## config.mk

```make
export PLATFORM = sky130hd
export DESIGN_NAME = sfrp_seq
export DESIGN_NICKNAME = d
export VERILOG_FILES = /design/src/sfrp_pkg.sv /design/src/sfrp_seq.sv
export VERILOG_INCLUDE_DIRS = /design/src
export SDC_FILE = /design/constraint.sdc
export NUM_CORES = 1
export LEC_CHECK = 0
export ABC_AREA = 1
export ABC_CLOCK_PERIOD_IN_PS = 3260
export BUFFER_PORTS_ARGS = -buffer_cell sky130_fd_sc_hd__buf_2
export CORE_UTILIZATION = 62
export DETAILED_ROUTE_END_ITERATION = 8
export PLACE_DENSITY = 0.88
export SYNTH_ARGS = -nofsm -noshare
export SYNTH_HDL_FRONTEND = slang
export SYNTH_SLANG_ARGS = --single-unit
```

## constraint.sdc

```tcl
create_clock -name i_mclk -period 3.26 [get_ports i_mclk]
set_clock_uncertainty 0.05 [all_clocks]
set_input_delay 0.489 -clock i_mclk [delete_from_list [all_inputs] [get_ports i_mclk]]
set_output_delay 0.489 -clock i_mclk [all_outputs]
set_load 0.1 [all_outputs]
```

## src/sfrp_cfg.svh

```systemverilog
// Timing and table constants for the flash reset and power-on sequencer
`ifndef SFRP_CFG_SVH
`define SFRP_CFG_SVH

`define SFRP_MCLK_NS        5
`define SFRP_CYC(ns)        (((ns) + `SFRP_MCLK_NS - 1) / `SFRP_MCLK_NS)

`define SFRP_T_LOW_NS       10000
`define SFRP_T_POR_NS       35000
`define SFRP_T_READ_NS      35000
`define SFRP_T_DECODE_NS    40000
`define SFRP_T_PROG_NS      310000
`define SFRP_T_SECTOR_NS    12000000
`define SFRP_T_BLOCK_NS     25000000
`define SFRP_T_CHIP_NS      100000000
`define SFRP_T_WRSTAT_NS    40000000

`define SFRP_LOW_W          12
`define SFRP_REC_W          25

`define SFRP_OFS_ERASE_4K   9'h01c
`define SFRP_OFS_ERASE_32K  9'h01e
`define SFRP_OFS_ERASE_64K  9'h020
`define SFRP_EXP_4K         8'h0c
`define SFRP_EXP_32K        8'h0f
`define SFRP_EXP_64K        8'h10
`define SFRP_BLANK          8'hff

`endif

```

## src/sfrp_pkg.sv

```systemverilog
// Types for the flash reset and power-on sequencer
package sfrp_pkg;

  typedef enum logic [2:0] {
    SFRP_OP_IDLE   = 3'h0,
    SFRP_OP_DECODE = 3'h1,
    SFRP_OP_READ   = 3'h2,
    SFRP_OP_PROG   = 3'h3,
    SFRP_OP_SECTOR = 3'h4,
    SFRP_OP_BLOCK  = 3'h5,
    SFRP_OP_CHIP   = 3'h6,
    SFRP_OP_WRSTAT = 3'h7
  } sfrp_op_t;

  typedef enum logic [3:0] {
    SFRP_ST_POR     = 4'h1,
    SFRP_ST_RUN     = 4'h2,
    SFRP_ST_RST_LOW = 4'h4,
    SFRP_ST_RECOVER = 4'h8
  } sfrp_state_t;

  typedef struct packed {
    logic [2:0] op_lanes;
    logic [2:0] addr_lanes;
    logic [2:0] data_lanes;
  } sfrp_lanes_t;

  typedef struct packed {
    logic core_rst;
    logic so_hiz;
    logic cmd_ready;
    logic standby;
  } sfrp_status_t;

endpackage : sfrp_pkg

```

## src/sfrp_seq.sv

```systemverilog
// Reset pin, power-on and parameter-table sequencing for a serial flash
`timescale 1ns/1ps
`include "sfrp_cfg.svh"

module sfrp_seq
  import sfrp_pkg::*;
#(
  parameter int unsigned P_POR_CYC    = `SFRP_CYC(`SFRP_T_POR_NS),
  parameter int unsigned P_READ_CYC   = `SFRP_CYC(`SFRP_T_READ_NS),
  parameter int unsigned P_DECODE_CYC = `SFRP_CYC(`SFRP_T_DECODE_NS),
  parameter int unsigned P_PROG_CYC   = `SFRP_CYC(`SFRP_T_PROG_NS),
  parameter int unsigned P_SECTOR_CYC = `SFRP_CYC(`SFRP_T_SECTOR_NS),
  parameter int unsigned P_BLOCK_CYC  = `SFRP_CYC(`SFRP_T_BLOCK_NS),
  parameter int unsigned P_CHIP_CYC   = `SFRP_CYC(`SFRP_T_CHIP_NS),
  parameter int unsigned P_WRSTAT_CYC = `SFRP_CYC(`SFRP_T_WRSTAT_NS)
) (
  // Clock and reset
  input  wire logic         i_mclk,
  input  wire logic         i_rst,
  // Pins and supply monitor
  input  wire logic         i_reset_pin_n,
  input  wire logic         i_supply_low,
  // Flash core
  input  wire sfrp_op_t     i_op,
  output sfrp_status_t      o_status,
  output logic              o_abort,
  output logic              o_clear_volatile,
  output logic              o_write_enable_latch_clr,
  // Parameter table read
  input  wire sfrp_lanes_t  i_sfdp_lanes,
  output logic              o_sfdp_legal,
  input  wire logic [8:0]   i_param_addr,
  output logic [7:0]        o_param_byte,
  // Read framing
  input  wire logic [5:0]   i_addr_bits,
  input  wire logic [3:0]   i_mode_bits,
  input  wire logic [4:0]   i_wait_states,
  output logic [6:0]        o_data_lead
);

  localparam int unsigned              LW    = `SFRP_LOW_W;
  localparam int unsigned              RW    = `SFRP_REC_W;
  localparam logic [`SFRP_LOW_W-1:0]   C_LOW = LW'(`SFRP_CYC(`SFRP_T_LOW_NS));

  if (P_CHIP_CYC >= (1 << RW) || P_WRSTAT_CYC >= (1 << RW) || P_BLOCK_CYC >= (1 << RW) ||
      P_SECTOR_CYC >= (1 << RW) || P_POR_CYC == 0 || P_READ_CYC == 0 ||
      P_DECODE_CYC == 0 || P_PROG_CYC == 0) begin : g_bad_cnt
    $error("sfrp_seq: recovery count out of range");
  end

  function automatic logic [`SFRP_REC_W-1:0] rec_cycles(input sfrp_op_t op);
    unique case (op)
      SFRP_OP_DECODE: rec_cycles = RW'(P_DECODE_CYC);
      SFRP_OP_PROG:   rec_cycles = RW'(P_PROG_CYC);
      SFRP_OP_SECTOR: rec_cycles = RW'(P_SECTOR_CYC);
      SFRP_OP_BLOCK:  rec_cycles = RW'(P_BLOCK_CYC);
      SFRP_OP_CHIP:   rec_cycles = RW'(P_CHIP_CYC);
      SFRP_OP_WRSTAT: rec_cycles = RW'(P_WRSTAT_CYC);
      default:        rec_cycles = RW'(P_READ_CYC);
    endcase
  endfunction : rec_cycles

  function automatic logic is_write_op(input sfrp_op_t op);
    is_write_op = (op == SFRP_OP_PROG) || (op == SFRP_OP_SECTOR) || (op == SFRP_OP_BLOCK) ||
                  (op == SFRP_OP_CHIP) || (op == SFRP_OP_WRSTAT);
  endfunction : is_write_op

  // Pin and supply synchronisers; the pin is asynchronous to the core
  logic pin_s1_q, pin_s2_q, sup_s1_q, sup_s2_q;

  always_ff @(posedge i_mclk) begin
    if (i_rst) begin
      pin_s1_q <= 1'b1;
      pin_s2_q <= 1'b1;
      sup_s1_q <= 1'b1;
      sup_s2_q <= 1'b1;
    end else begin
      pin_s1_q <= i_reset_pin_n;
      pin_s2_q <= pin_s1_q;
      sup_s1_q <= i_supply_low;
      sup_s2_q <= sup_s1_q;
    end
  end

  // Sequencer state
  sfrp_state_t         state_q, state_d;
  logic [LW-1:0]       low_q, low_d;
  logic [RW-1:0]       rec_q, rec_d;
  sfrp_op_t            op_q, op_d;
  sfrp_status_t        stat_d;
  logic                abort_d, clr_d;

  always_comb begin
    state_d = state_q;
    low_d   = low_q;
    rec_d   = rec_q;
    op_d    = op_q;
    abort_d = 1'b0;
    clr_d   = 1'b0;
    if (sup_s2_q) begin
      state_d = SFRP_ST_POR;
      rec_d   = RW'(P_POR_CYC);
    end else begin
      unique case (state_q)
        SFRP_ST_POR: begin
          state_d = SFRP_ST_RECOVER;
          rec_d   = RW'(P_POR_CYC);
          clr_d   = 1'b1;
        end
        SFRP_ST_RUN: begin
          if (!pin_s2_q) begin
            state_d = SFRP_ST_RST_LOW;
            low_d   = LW'(1);
            op_d    = i_op;
          end
        end
        SFRP_ST_RST_LOW: begin
          if (pin_s2_q && low_q == C_LOW) begin
            state_d = SFRP_ST_RECOVER;
            rec_d   = rec_cycles(op_q);
          end else if (pin_s2_q) begin
            // Glitches shorter than the minimum width leave the core alone;
            // run parks the count at one, so more means a recovery was cut
            state_d = (rec_q > RW'(1)) ? SFRP_ST_RECOVER : SFRP_ST_RUN;
          end else if (low_q != C_LOW) begin
            low_d = low_q + LW'(1);
            if (low_d == C_LOW) begin
              clr_d   = 1'b1;
              abort_d = is_write_op(op_q);
            end
          end
        end
        SFRP_ST_RECOVER: begin
          if (!pin_s2_q) begin
            state_d = SFRP_ST_RST_LOW;
            low_d   = LW'(1);
          end else if (rec_q <= RW'(1)) begin
            state_d = SFRP_ST_RUN;
          end else begin
            rec_d = rec_q - RW'(1);
          end
        end
        default: state_d = SFRP_ST_POR;
      endcase
    end
    stat_d.core_rst  = (state_d == SFRP_ST_POR) || (state_d == SFRP_ST_RECOVER) ||
                       (state_d == SFRP_ST_RST_LOW && low_d == C_LOW);
    stat_d.so_hiz    = (state_d != SFRP_ST_RUN) || !pin_s2_q;
    stat_d.cmd_ready = (state_d == SFRP_ST_RUN);
    stat_d.standby   = (state_d == SFRP_ST_RUN) || (state_d == SFRP_ST_RECOVER);
  end

  always_ff @(posedge i_mclk) begin
    if (i_rst) begin
      state_q                  <= SFRP_ST_POR;
      low_q                    <= '0;
      rec_q                    <= '0;
      op_q                     <= SFRP_OP_IDLE;
      o_status                 <= '{core_rst: 1'b1, so_hiz: 1'b1, cmd_ready: 1'b0, standby: 1'b0};
      o_abort                  <= 1'b0;
      o_clear_volatile         <= 1'b0;
      o_write_enable_latch_clr <= 1'b0;
    end else begin
      state_q                  <= state_d;
      low_q                    <= low_d;
      rec_q                    <= rec_d;
      op_q                     <= op_d;
      o_status                 <= stat_d;
      o_abort                  <= abort_d;
      o_clear_volatile         <= clr_d;
      o_write_enable_latch_clr <= clr_d;
    end
  end

  // Parameter table and read framing
  logic [7:0] pbyte_d;
  logic [6:0] lead_d;

  always_comb begin
    o_sfdp_legal = (i_sfdp_lanes.op_lanes == i_sfdp_lanes.addr_lanes) &&
                   (i_sfdp_lanes.op_lanes == i_sfdp_lanes.data_lanes) &&
                   (i_sfdp_lanes.op_lanes == 3'h1 || i_sfdp_lanes.op_lanes == 3'h2 ||
                    i_sfdp_lanes.op_lanes == 3'h4);
    unique case (i_param_addr)
      `SFRP_OFS_ERASE_4K:  pbyte_d = `SFRP_EXP_4K;
      `SFRP_OFS_ERASE_32K: pbyte_d = `SFRP_EXP_32K;
      `SFRP_OFS_ERASE_64K: pbyte_d = `SFRP_EXP_64K;
      default:             pbyte_d = `SFRP_BLANK;
    endcase
    // Mode bits sit right after the address, wait states after both
    lead_d = 7'(i_addr_bits) + 7'(i_mode_bits) + 7'(i_wait_states);
  end

  always_ff @(posedge i_mclk) begin
    if (i_rst) begin
      o_param_byte <= `SFRP_BLANK;
      o_data_lead  <= '0;
    end else begin
      o_param_byte <= pbyte_d;
      o_data_lead  <= lead_d;
    end
  end

  // Checks
  chk_short_pulse: assert property (@(posedge i_mclk) disable iff (i_rst)
    state_q == SFRP_ST_RST_LOW && low_q != C_LOW && pin_s2_q && !sup_s2_q && rec_q <= RW'(1)
      |=> state_q == SFRP_ST_RUN && !o_clear_volatile)
    else $error("short reset pulse not ignored");
  chk_glitch_resume: assert property (@(posedge i_mclk) disable iff (i_rst)
    state_q == SFRP_ST_RST_LOW && low_q != C_LOW && pin_s2_q && !sup_s2_q && rec_q > RW'(1)
      |=> state_q == SFRP_ST_RECOVER && !o_status.cmd_ready && !o_clear_volatile)
    else $error("glitch cut recovery short");
  chk_full_reset: assert property (@(posedge i_mclk) disable iff (i_rst)
    state_q == SFRP_ST_RST_LOW && low_q == C_LOW - LW'(1) && !pin_s2_q && !sup_s2_q
      |=> o_clear_volatile && o_status.core_rst && o_write_enable_latch_clr)
    else $error("full reset did not clear volatile state");
  chk_abort_cause: assert property (@(posedge i_mclk) disable iff (i_rst)
    o_abort |-> is_write_op(op_q) && $past(state_q) == SFRP_ST_RST_LOW && low_q == C_LOW)
    else $error("abort without program or erase");
  chk_so_hiz: assert property (@(posedge i_mclk) disable iff (i_rst)
    !pin_s2_q |=> o_status.so_hiz)
    else $error("output driven during reset");
  chk_por_hold: assert property (@(posedge i_mclk) disable iff (i_rst)
    sup_s2_q |=> state_q == SFRP_ST_POR && o_status.core_rst && !o_status.cmd_ready)
    else $error("logic not held during low supply");
  chk_rec_load: assert property (@(posedge i_mclk) disable iff (i_rst)
    state_q == SFRP_ST_RST_LOW && low_q == C_LOW && pin_s2_q && !sup_s2_q
      |=> state_q == SFRP_ST_RECOVER && rec_q == rec_cycles(op_q))
    else $error("wrong recovery count loaded");
  chk_rec_end: assert property (@(posedge i_mclk) disable iff (i_rst)
    state_q == SFRP_ST_RECOVER && rec_q > RW'(1) |=> !o_status.cmd_ready)
    else $error("commands accepted before recovery");
  chk_rec_done: assert property (@(posedge i_mclk) disable iff (i_rst)
    state_q == SFRP_ST_RECOVER && rec_q == RW'(1) && pin_s2_q && !sup_s2_q
      |=> o_status.cmd_ready && !o_status.so_hiz)
    else $error("recovery did not end");
  chk_sfdp_modes: assert property (@(posedge i_mclk) disable iff (i_rst)
    o_sfdp_legal |-> i_sfdp_lanes.data_lanes inside {3'h1, 3'h2, 3'h4})
    else $error("illegal lane form accepted");
  chk_erase_exp: assert property (@(posedge i_mclk) disable iff (i_rst)
    i_param_addr == `SFRP_OFS_ERASE_32K |=> o_param_byte == `SFRP_EXP_32K)
    else $error("wrong erase exponent");
  chk_blank_fill: assert property (@(posedge i_mclk) disable iff (i_rst)
    !(i_param_addr inside {`SFRP_OFS_ERASE_4K, `SFRP_OFS_ERASE_32K, `SFRP_OFS_ERASE_64K})
      |=> o_param_byte == `SFRP_BLANK)
    else $error("unused location not blank");
  chk_data_lead: assert property (@(posedge i_mclk) disable iff (i_rst)
    ##1 o_data_lead == 7'($past(i_addr_bits)) + 7'($past(i_mode_bits)) +
                       7'($past(i_wait_states)))
    else $error("data lead mismatch");

  cov_prog_abort: cover property (@(posedge i_mclk) disable iff (i_rst) o_abort);
  cov_glitch: cover property (@(posedge i_mclk) disable iff (i_rst)
    state_q == SFRP_ST_RST_LOW ##1 state_q == SFRP_ST_RUN);
  cov_por_done: cover property (@(posedge i_mclk) disable iff (i_rst)
    state_q == SFRP_ST_RECOVER ##1 state_q == SFRP_ST_RUN);

endmodule : sfrp_seq

```

[Word-level counts from Yosys, hierarchy flattened]
Cells that the tools add are included.
Word-level totals
  bits in latches: 0
  input bits: 40
  word-level logic and storage cells: 110
  memories: 0
  register bits: 69
  bits in read-only memories: 0
  output and inout bits: 23
  memory bits (writable): 0
Cells by class
  order comparisons: 2
  mux-type cells: 26
  divide/modulo/power cells: 0
  shift operators: 0
  bitwise logic cells: 5
  eq/ne operators: 33
  $mul: 0
  add/subtract/negate cells: 4
  reduce and logical (&&, ||, !) cells: 23
Operators with widths (number)
  25-bit case mux with 6 select lines: 1
  25-bit two-way mux: 3
  25-bit case mux with 3 select lines: 1
  12-bit two-way mux: 5
  12-bit by 11-bit == test with 1-bit output (second input constant): 3
  4-bit two-way mux: 7
  25-bit by 1-bit > comparator with 1-bit output (second input constant): 1
  25-bit by 1-bit <= comparator with 1-bit output (second input constant): 1
  25-bit by 1-bit subtractor with 25-bit output (second input constant): 1
  12-bit case mux with 2 select lines: 1
  8-bit case mux with 3 select lines: 1
  9-bit by 5-bit == test with 1-bit output (second input constant): 2
  4-bit case mux with 4 select lines: 1
  3-bit == test (second input constant): 5
  13-bit two-way mux: 1
  12-bit by 1-bit adder with 12-bit output (second input constant): 1
  12-bit by 11-bit inequality test with 1-bit output (second input constant): 1
  1-bit logical OR: 10
  9-bit by 6-bit == test with 1-bit output (second input constant): 1
  3-bit inequality test (second input constant): 3
  4-bit by 1-bit == test with 1-bit output (second input constant): 2
  4-bit by 2-bit == test with 1-bit output (second input constant): 2
  4-bit by 3-bit == test with 1-bit output (second input constant): 2
  4-bit == test (second input constant): 2
  other kinds (18): 35

[Depth between registers and ports, before layout]
  word-level depth: 9
  gate-level depth with buffers: 16
  depth with buffers taken out: 16

[Least setup slack after synthesis]
Ideal clock, no wire load.
  path kind: input -> output
  start: in i_sfdp_lanes[4] in the netlist's numbering
  end: out o_sfdp_legal
  buffers on the path: 0
  cell stages on the path: 2
  data required time: 2.721 ns
  arrival time: 3.128 ns
  slack: -0.407 ns
  cells stage by stage: or3_1 -> a211oi_1
Between the ends
  word-level cells in the longest chain between the ends: 3
Ends and longest elaborated chain
  start, declared: line sfrp_seq.sv:30  | input wire sfrp_lanes_t i_sfdp_lanes,
  3-bit == test: line sfrp_seq.sv:180  | o_sfdp_legal = (i_sfdp_lanes.op_lanes == i_sfdp_lanes.addr_lanes) &&
  1-bit logical AND: line sfrp_seq.sv:180
  1-bit logical AND: line sfrp_seq.sv:181  | (i_sfdp_lanes.op_lanes == i_sfdp_lanes.data_lanes) &&
  end, declared: line sfrp_seq.sv:31  | output logic o_sfdp_legal,
No other way between the ends.

[Final worst setup path]
  start: reg state_q[1]
  end: reg rec_q[21]
Between the ends
  word-level cells in the longest chain between the ends: 3
  elaborated cells between the ends (all ways): 9
  classes of those cells: 6 x eq/ne; 1 x mux; 2 x reduce/logical
Ends and longest elaborated chain
  start, declared: line sfrp_seq.sv:86  | sfrp_state_t state_q, state_d;
  start signal, assigned: line sfrp_seq.sv:164  | state_q <= state_d;
  4-bit == test, or another cell as far along: line sfrp_seq.sv:104  | unique case (state_q)
  2-bit inequality test (no line) or 3-bit nonzero test (tied branches)
  4-bit AND reduction (no line)
  end signal, assigned: line sfrp_seq.sv:166  | rec_q <= rec_d;
  end, declared: line sfrp_seq.sv:88  | logic [RW-1:0] rec_q, rec_d;
Parallel ways exist; a longest one is shown, timed or not.
A chain may end at the register's enable or synchronous reset.

==> metrics.md <==
| Metric | Value |
|---|---|
| Final setup violation count | `0` |
| R2r worst-path depth | `10` |
| Post-Place Worst Slack | `0.719 ns` |
| Ports | `63` |
| Die area | `7230 µm²` |
| Reg clk slew, reported paths | `0.08 ns` |
| Avg Cell Area, Syn | `6.49 µm²` |
| Row count | `29` |
| Hold EP | `pin_s1_q` |
| Cell variety after synth | `46` |
| Hold_buf cts | `0` |
| Vias in the first global route | `4220` |
| H-tree levels | `3` |
| Crit-path slowest cell | `dfxtp_1` |
| Synth Area in Compound Gates | `0.149` |
| Placed Instance Area | `4570 µm²` |
| Terminus of the critical flop-to-flop path | `rec_q[21]` |
| IR drop worst, VDD | `0.000383 V` |
| Layout area overhead | `11.8%` |
| Crit-path max cell delay | `0.39 ns` |
| Synth Area in Adders | `0.0527` |
| CP cell instances | `nor2_1, nand2_1, inv_2, nand2_2, o21a_4, nand2_4, inv_2, o21ai_0, a21oi_1, nor2_1` |
| Core Box Area | `6490 µm²` |
| Reg2reg setup slack | `0.80 ns` |
| GP Congestion | `0.974` |
| Tightest Pin Transition | `0.580 ns` |
| Crit share post-route | `0.755` |
| Global-route wire length before repair | `18000 µm` |
| Worst path required time | `3.46 ns` |
| Final ANT Viol Nets | `0` |
| Skew-Pair Late Insertion Delay | `0.35 ns` |
| Simple-gate portion of the synthesized area | `0.359` |
| Final setup TNS | `0 ns` |
| Total leakage power | `2.30 nW` |
| Initial core utilization | `0.658` |
| CTS tree | `done` |
| Die W | `85.0 µm` |
| Mean number of vias per cell | `5.62` |
| Cts repair resizes | `0` |
| CTS Buf Count | `9` |
| Commonest non-fill, non-tap cell in the layout | `nand2_1` |
| Hold Path Depth | `2` |
| Initial DRC Count | `414` |
| Startpoint types | `flip-flop` |
| XOR/XNOR Fraction of Synth Area | `0.0123` |
| Root Driver | `clkbuf_8` |
| Iteration count of the initial detailed-routing pass | `6` |
| Yosys warnings | `0` |
| Nets | `769` |
| Final Hold Fails | `0` |
| Leading area contributor after synthesis | `dfxtp_1` |
| Routed WL per cell | `13.8 µm` |
| Initial antenna violation count | `0` |
| Post-CTS Setup Bufs | `0` |
| GRT Total Usage | `0.313` |
| Critical path peak fanout | `20` |
| Routed Wire Length | `11000 µm` |
| Worst Hold Class | `primary input to flip-flop` |
| CP Capture Type | `flip-flop` |
| Placed cell count | `780` |
| Worst R2R Start | `state_q[1]` |
| Clock Path Buffers | `2` |
| Dominant cells by area after synthesis | `dfxtp_1 (30%), nand2_1 (12%), nor2_1 (8.3%), inv_1 (8.0%), o21ai_0 (5.4%)` |
| Max-cap violation count | `0` |
| Power, Total | `1.85 mW` |
| Fraction of layout cells with a size suffix above 1 | `0.192` |
| Via count | `4475` |
| Share of the synthesized area in the top cell type | `0.305` |
| Largest net degree at the start of global routing | `26` |
| FILL cells | `545` |
| Final Instance Count excl. Fillers | `796` |
| Design Area, Final | `4780 µm²` |
| Die Y | `85.0 µm` |
| FF+latch count, synth | `65` |
| HPWL Detailed | `8160 µm` |
| Async set-or-reset flop fraction in the synthesized netlist | `0` |
| N_diodes | `0` |
| Remaining DRCs | `0` |
| Overflow after GRT | `0` |
| Number of I/O port buffers | `62` |
| Sink Count | `65` |
| RSZ-0062 raised after global routing | `no` |
| Dominant synthesized flop cell | `dfxtp_1` |
| Main combinational cell family by area after synthesis | `simple AND/OR/NAND/NOR gates` |
| Fmax achieved | `406 MHz` |
| Post-synth EDFFs | `0` |
| Commonest non-fill, non-tap cells in the layout | `nand2_1 (141), nor2_1 (94), inv_1 (91), dfxtp_1 (65), buf_2 (62)` |
| Syn nets | `713` |
| Netlist Area Pre-Place | `4270 µm²` |
| Outcome | `completed` |
| Slew HR | `0.612` |
| Kind of critical path | `flip-flop to flip-flop` |
| Mux cell area share after synthesis | `0` |
| Final WS setup | `0.798 ns` |
| Slew Viols, Final | `0` |
| Minimum clock period | `2.46 ns` |
| Hold Crit Start | `i_reset_pin_n` |
| Post-Synthesis Cells | `658` |
| CP arrival | `2.66 ns` |
| Pwr/cell area | `388 nW/µm²` |
| Register area share after synthesis | `0.305` |
[final cells by class]
type	count	area (µm²)	area share
timing repair buffer	64	325	0.0681
clock inverter	6	66.3	0.0139
clock buffer	10	138	0.0288
inverter	105	400	0.0838
multi-input combinational	469	2450	0.513
sequential	65	1300	0.272
tap	77	96.3	0.0202
[sequential cells by signal (all words and copies together) (netlist names), 3 cells and up]
name / flops
o_status: 4
state_q: 4
o_param_byte: 4
rec_q: 25
low_q: 12
op_q: 3
o_data_lead: 7
[synthesized netlist by cell type, types with 2 or more instances]
master    instances
inv_1            91
nor2_2            4
ha_1             10
nand2_1         141
nand3_2           3
fa_1              5
dfxtp_1          65
a21oi_1          37
nand2_2           9
nand3_1          45
buf_4             6
inv_2            12
a211oi_2          2
or2_2             5
nand2_4           2
clkbuf_1          8
nor4_1            2
a21oi_2           7
nor2_4            5
nand4_1          10
o31ai_1           3
nor3_2            2
xor2_1            6
buf_2             3
nor3_1           10
nor2_1           94
a211oi_1          4
o21ai_1           4
o21ai_0          46
[logic make-up after synthesis]
logic type,Yosys count
flip-flops,65
buffers and inverters,124
AND/OR/NAND/NOR,338
AO/OA/AOI/OAI,110
adder cells (fa/ha/maj),15
XOR/XNOR,6
[metal layers]
metal	up-vias	routed length (µm)	track usage
li1	2211	-	-
met1	1999	4330	0.364
met2	215	5370	0.544
met3	50	870	0.0613
met4	0	412	0.165
met5	-	0	0
[power by group]
part / switching [mW] / internal (mW) / total [mW]
clock: 0.336 / 0.375 / 0.711
combinational: 0.232 / 0.0802 / 0.312
sequential: 0.0135 / 0.817 / 0.830
[worst max-delay path: cells and delay by family (launching register included)]
| kind | cells | cell delay, ns |
|---|---|---|
| AND/OR/NAND/NOR | 5 | 0.85 |
| flip-flops | 1 | 0.39 |
| buffers and inverters | 2 | 0.56 |
| AO/OA/AOI/OAI | 3 | 0.52 |
[metrics by stage]
step | util | hold slack [ns]
4_1_cts | 0.736 | 0.262
6_report | 0.736 | 0.268
5_1_grt | 0.736 | 0.277
2_1_floorplan | - | 0.339
3_3_place_gp | 0.704 | 0.340
3_5_place_dp | 0.704 | 0.344
[how the worst max path moves through the flow]
stage | cells after the start | slack, ns | from | to
detailed placement | 9 | 0.72 | i_addr_bits[1] | o_data_lead[5]
global route | 10 | 0.69 | state_q[1] | rec_q[21]
floorplan | 2 | 0.54 | i_sfdp_lanes[4] | o_sfdp_legal
global placement | 9 | 0.89 | i_addr_bits[1] | o_data_lead[5]
CTS | 10 | 0.87 | state_q[1] | rec_q[21]
finish | 10 | 0.80 | state_q[1] | rec_q[21]
Power figures use the tool's default switching activity.
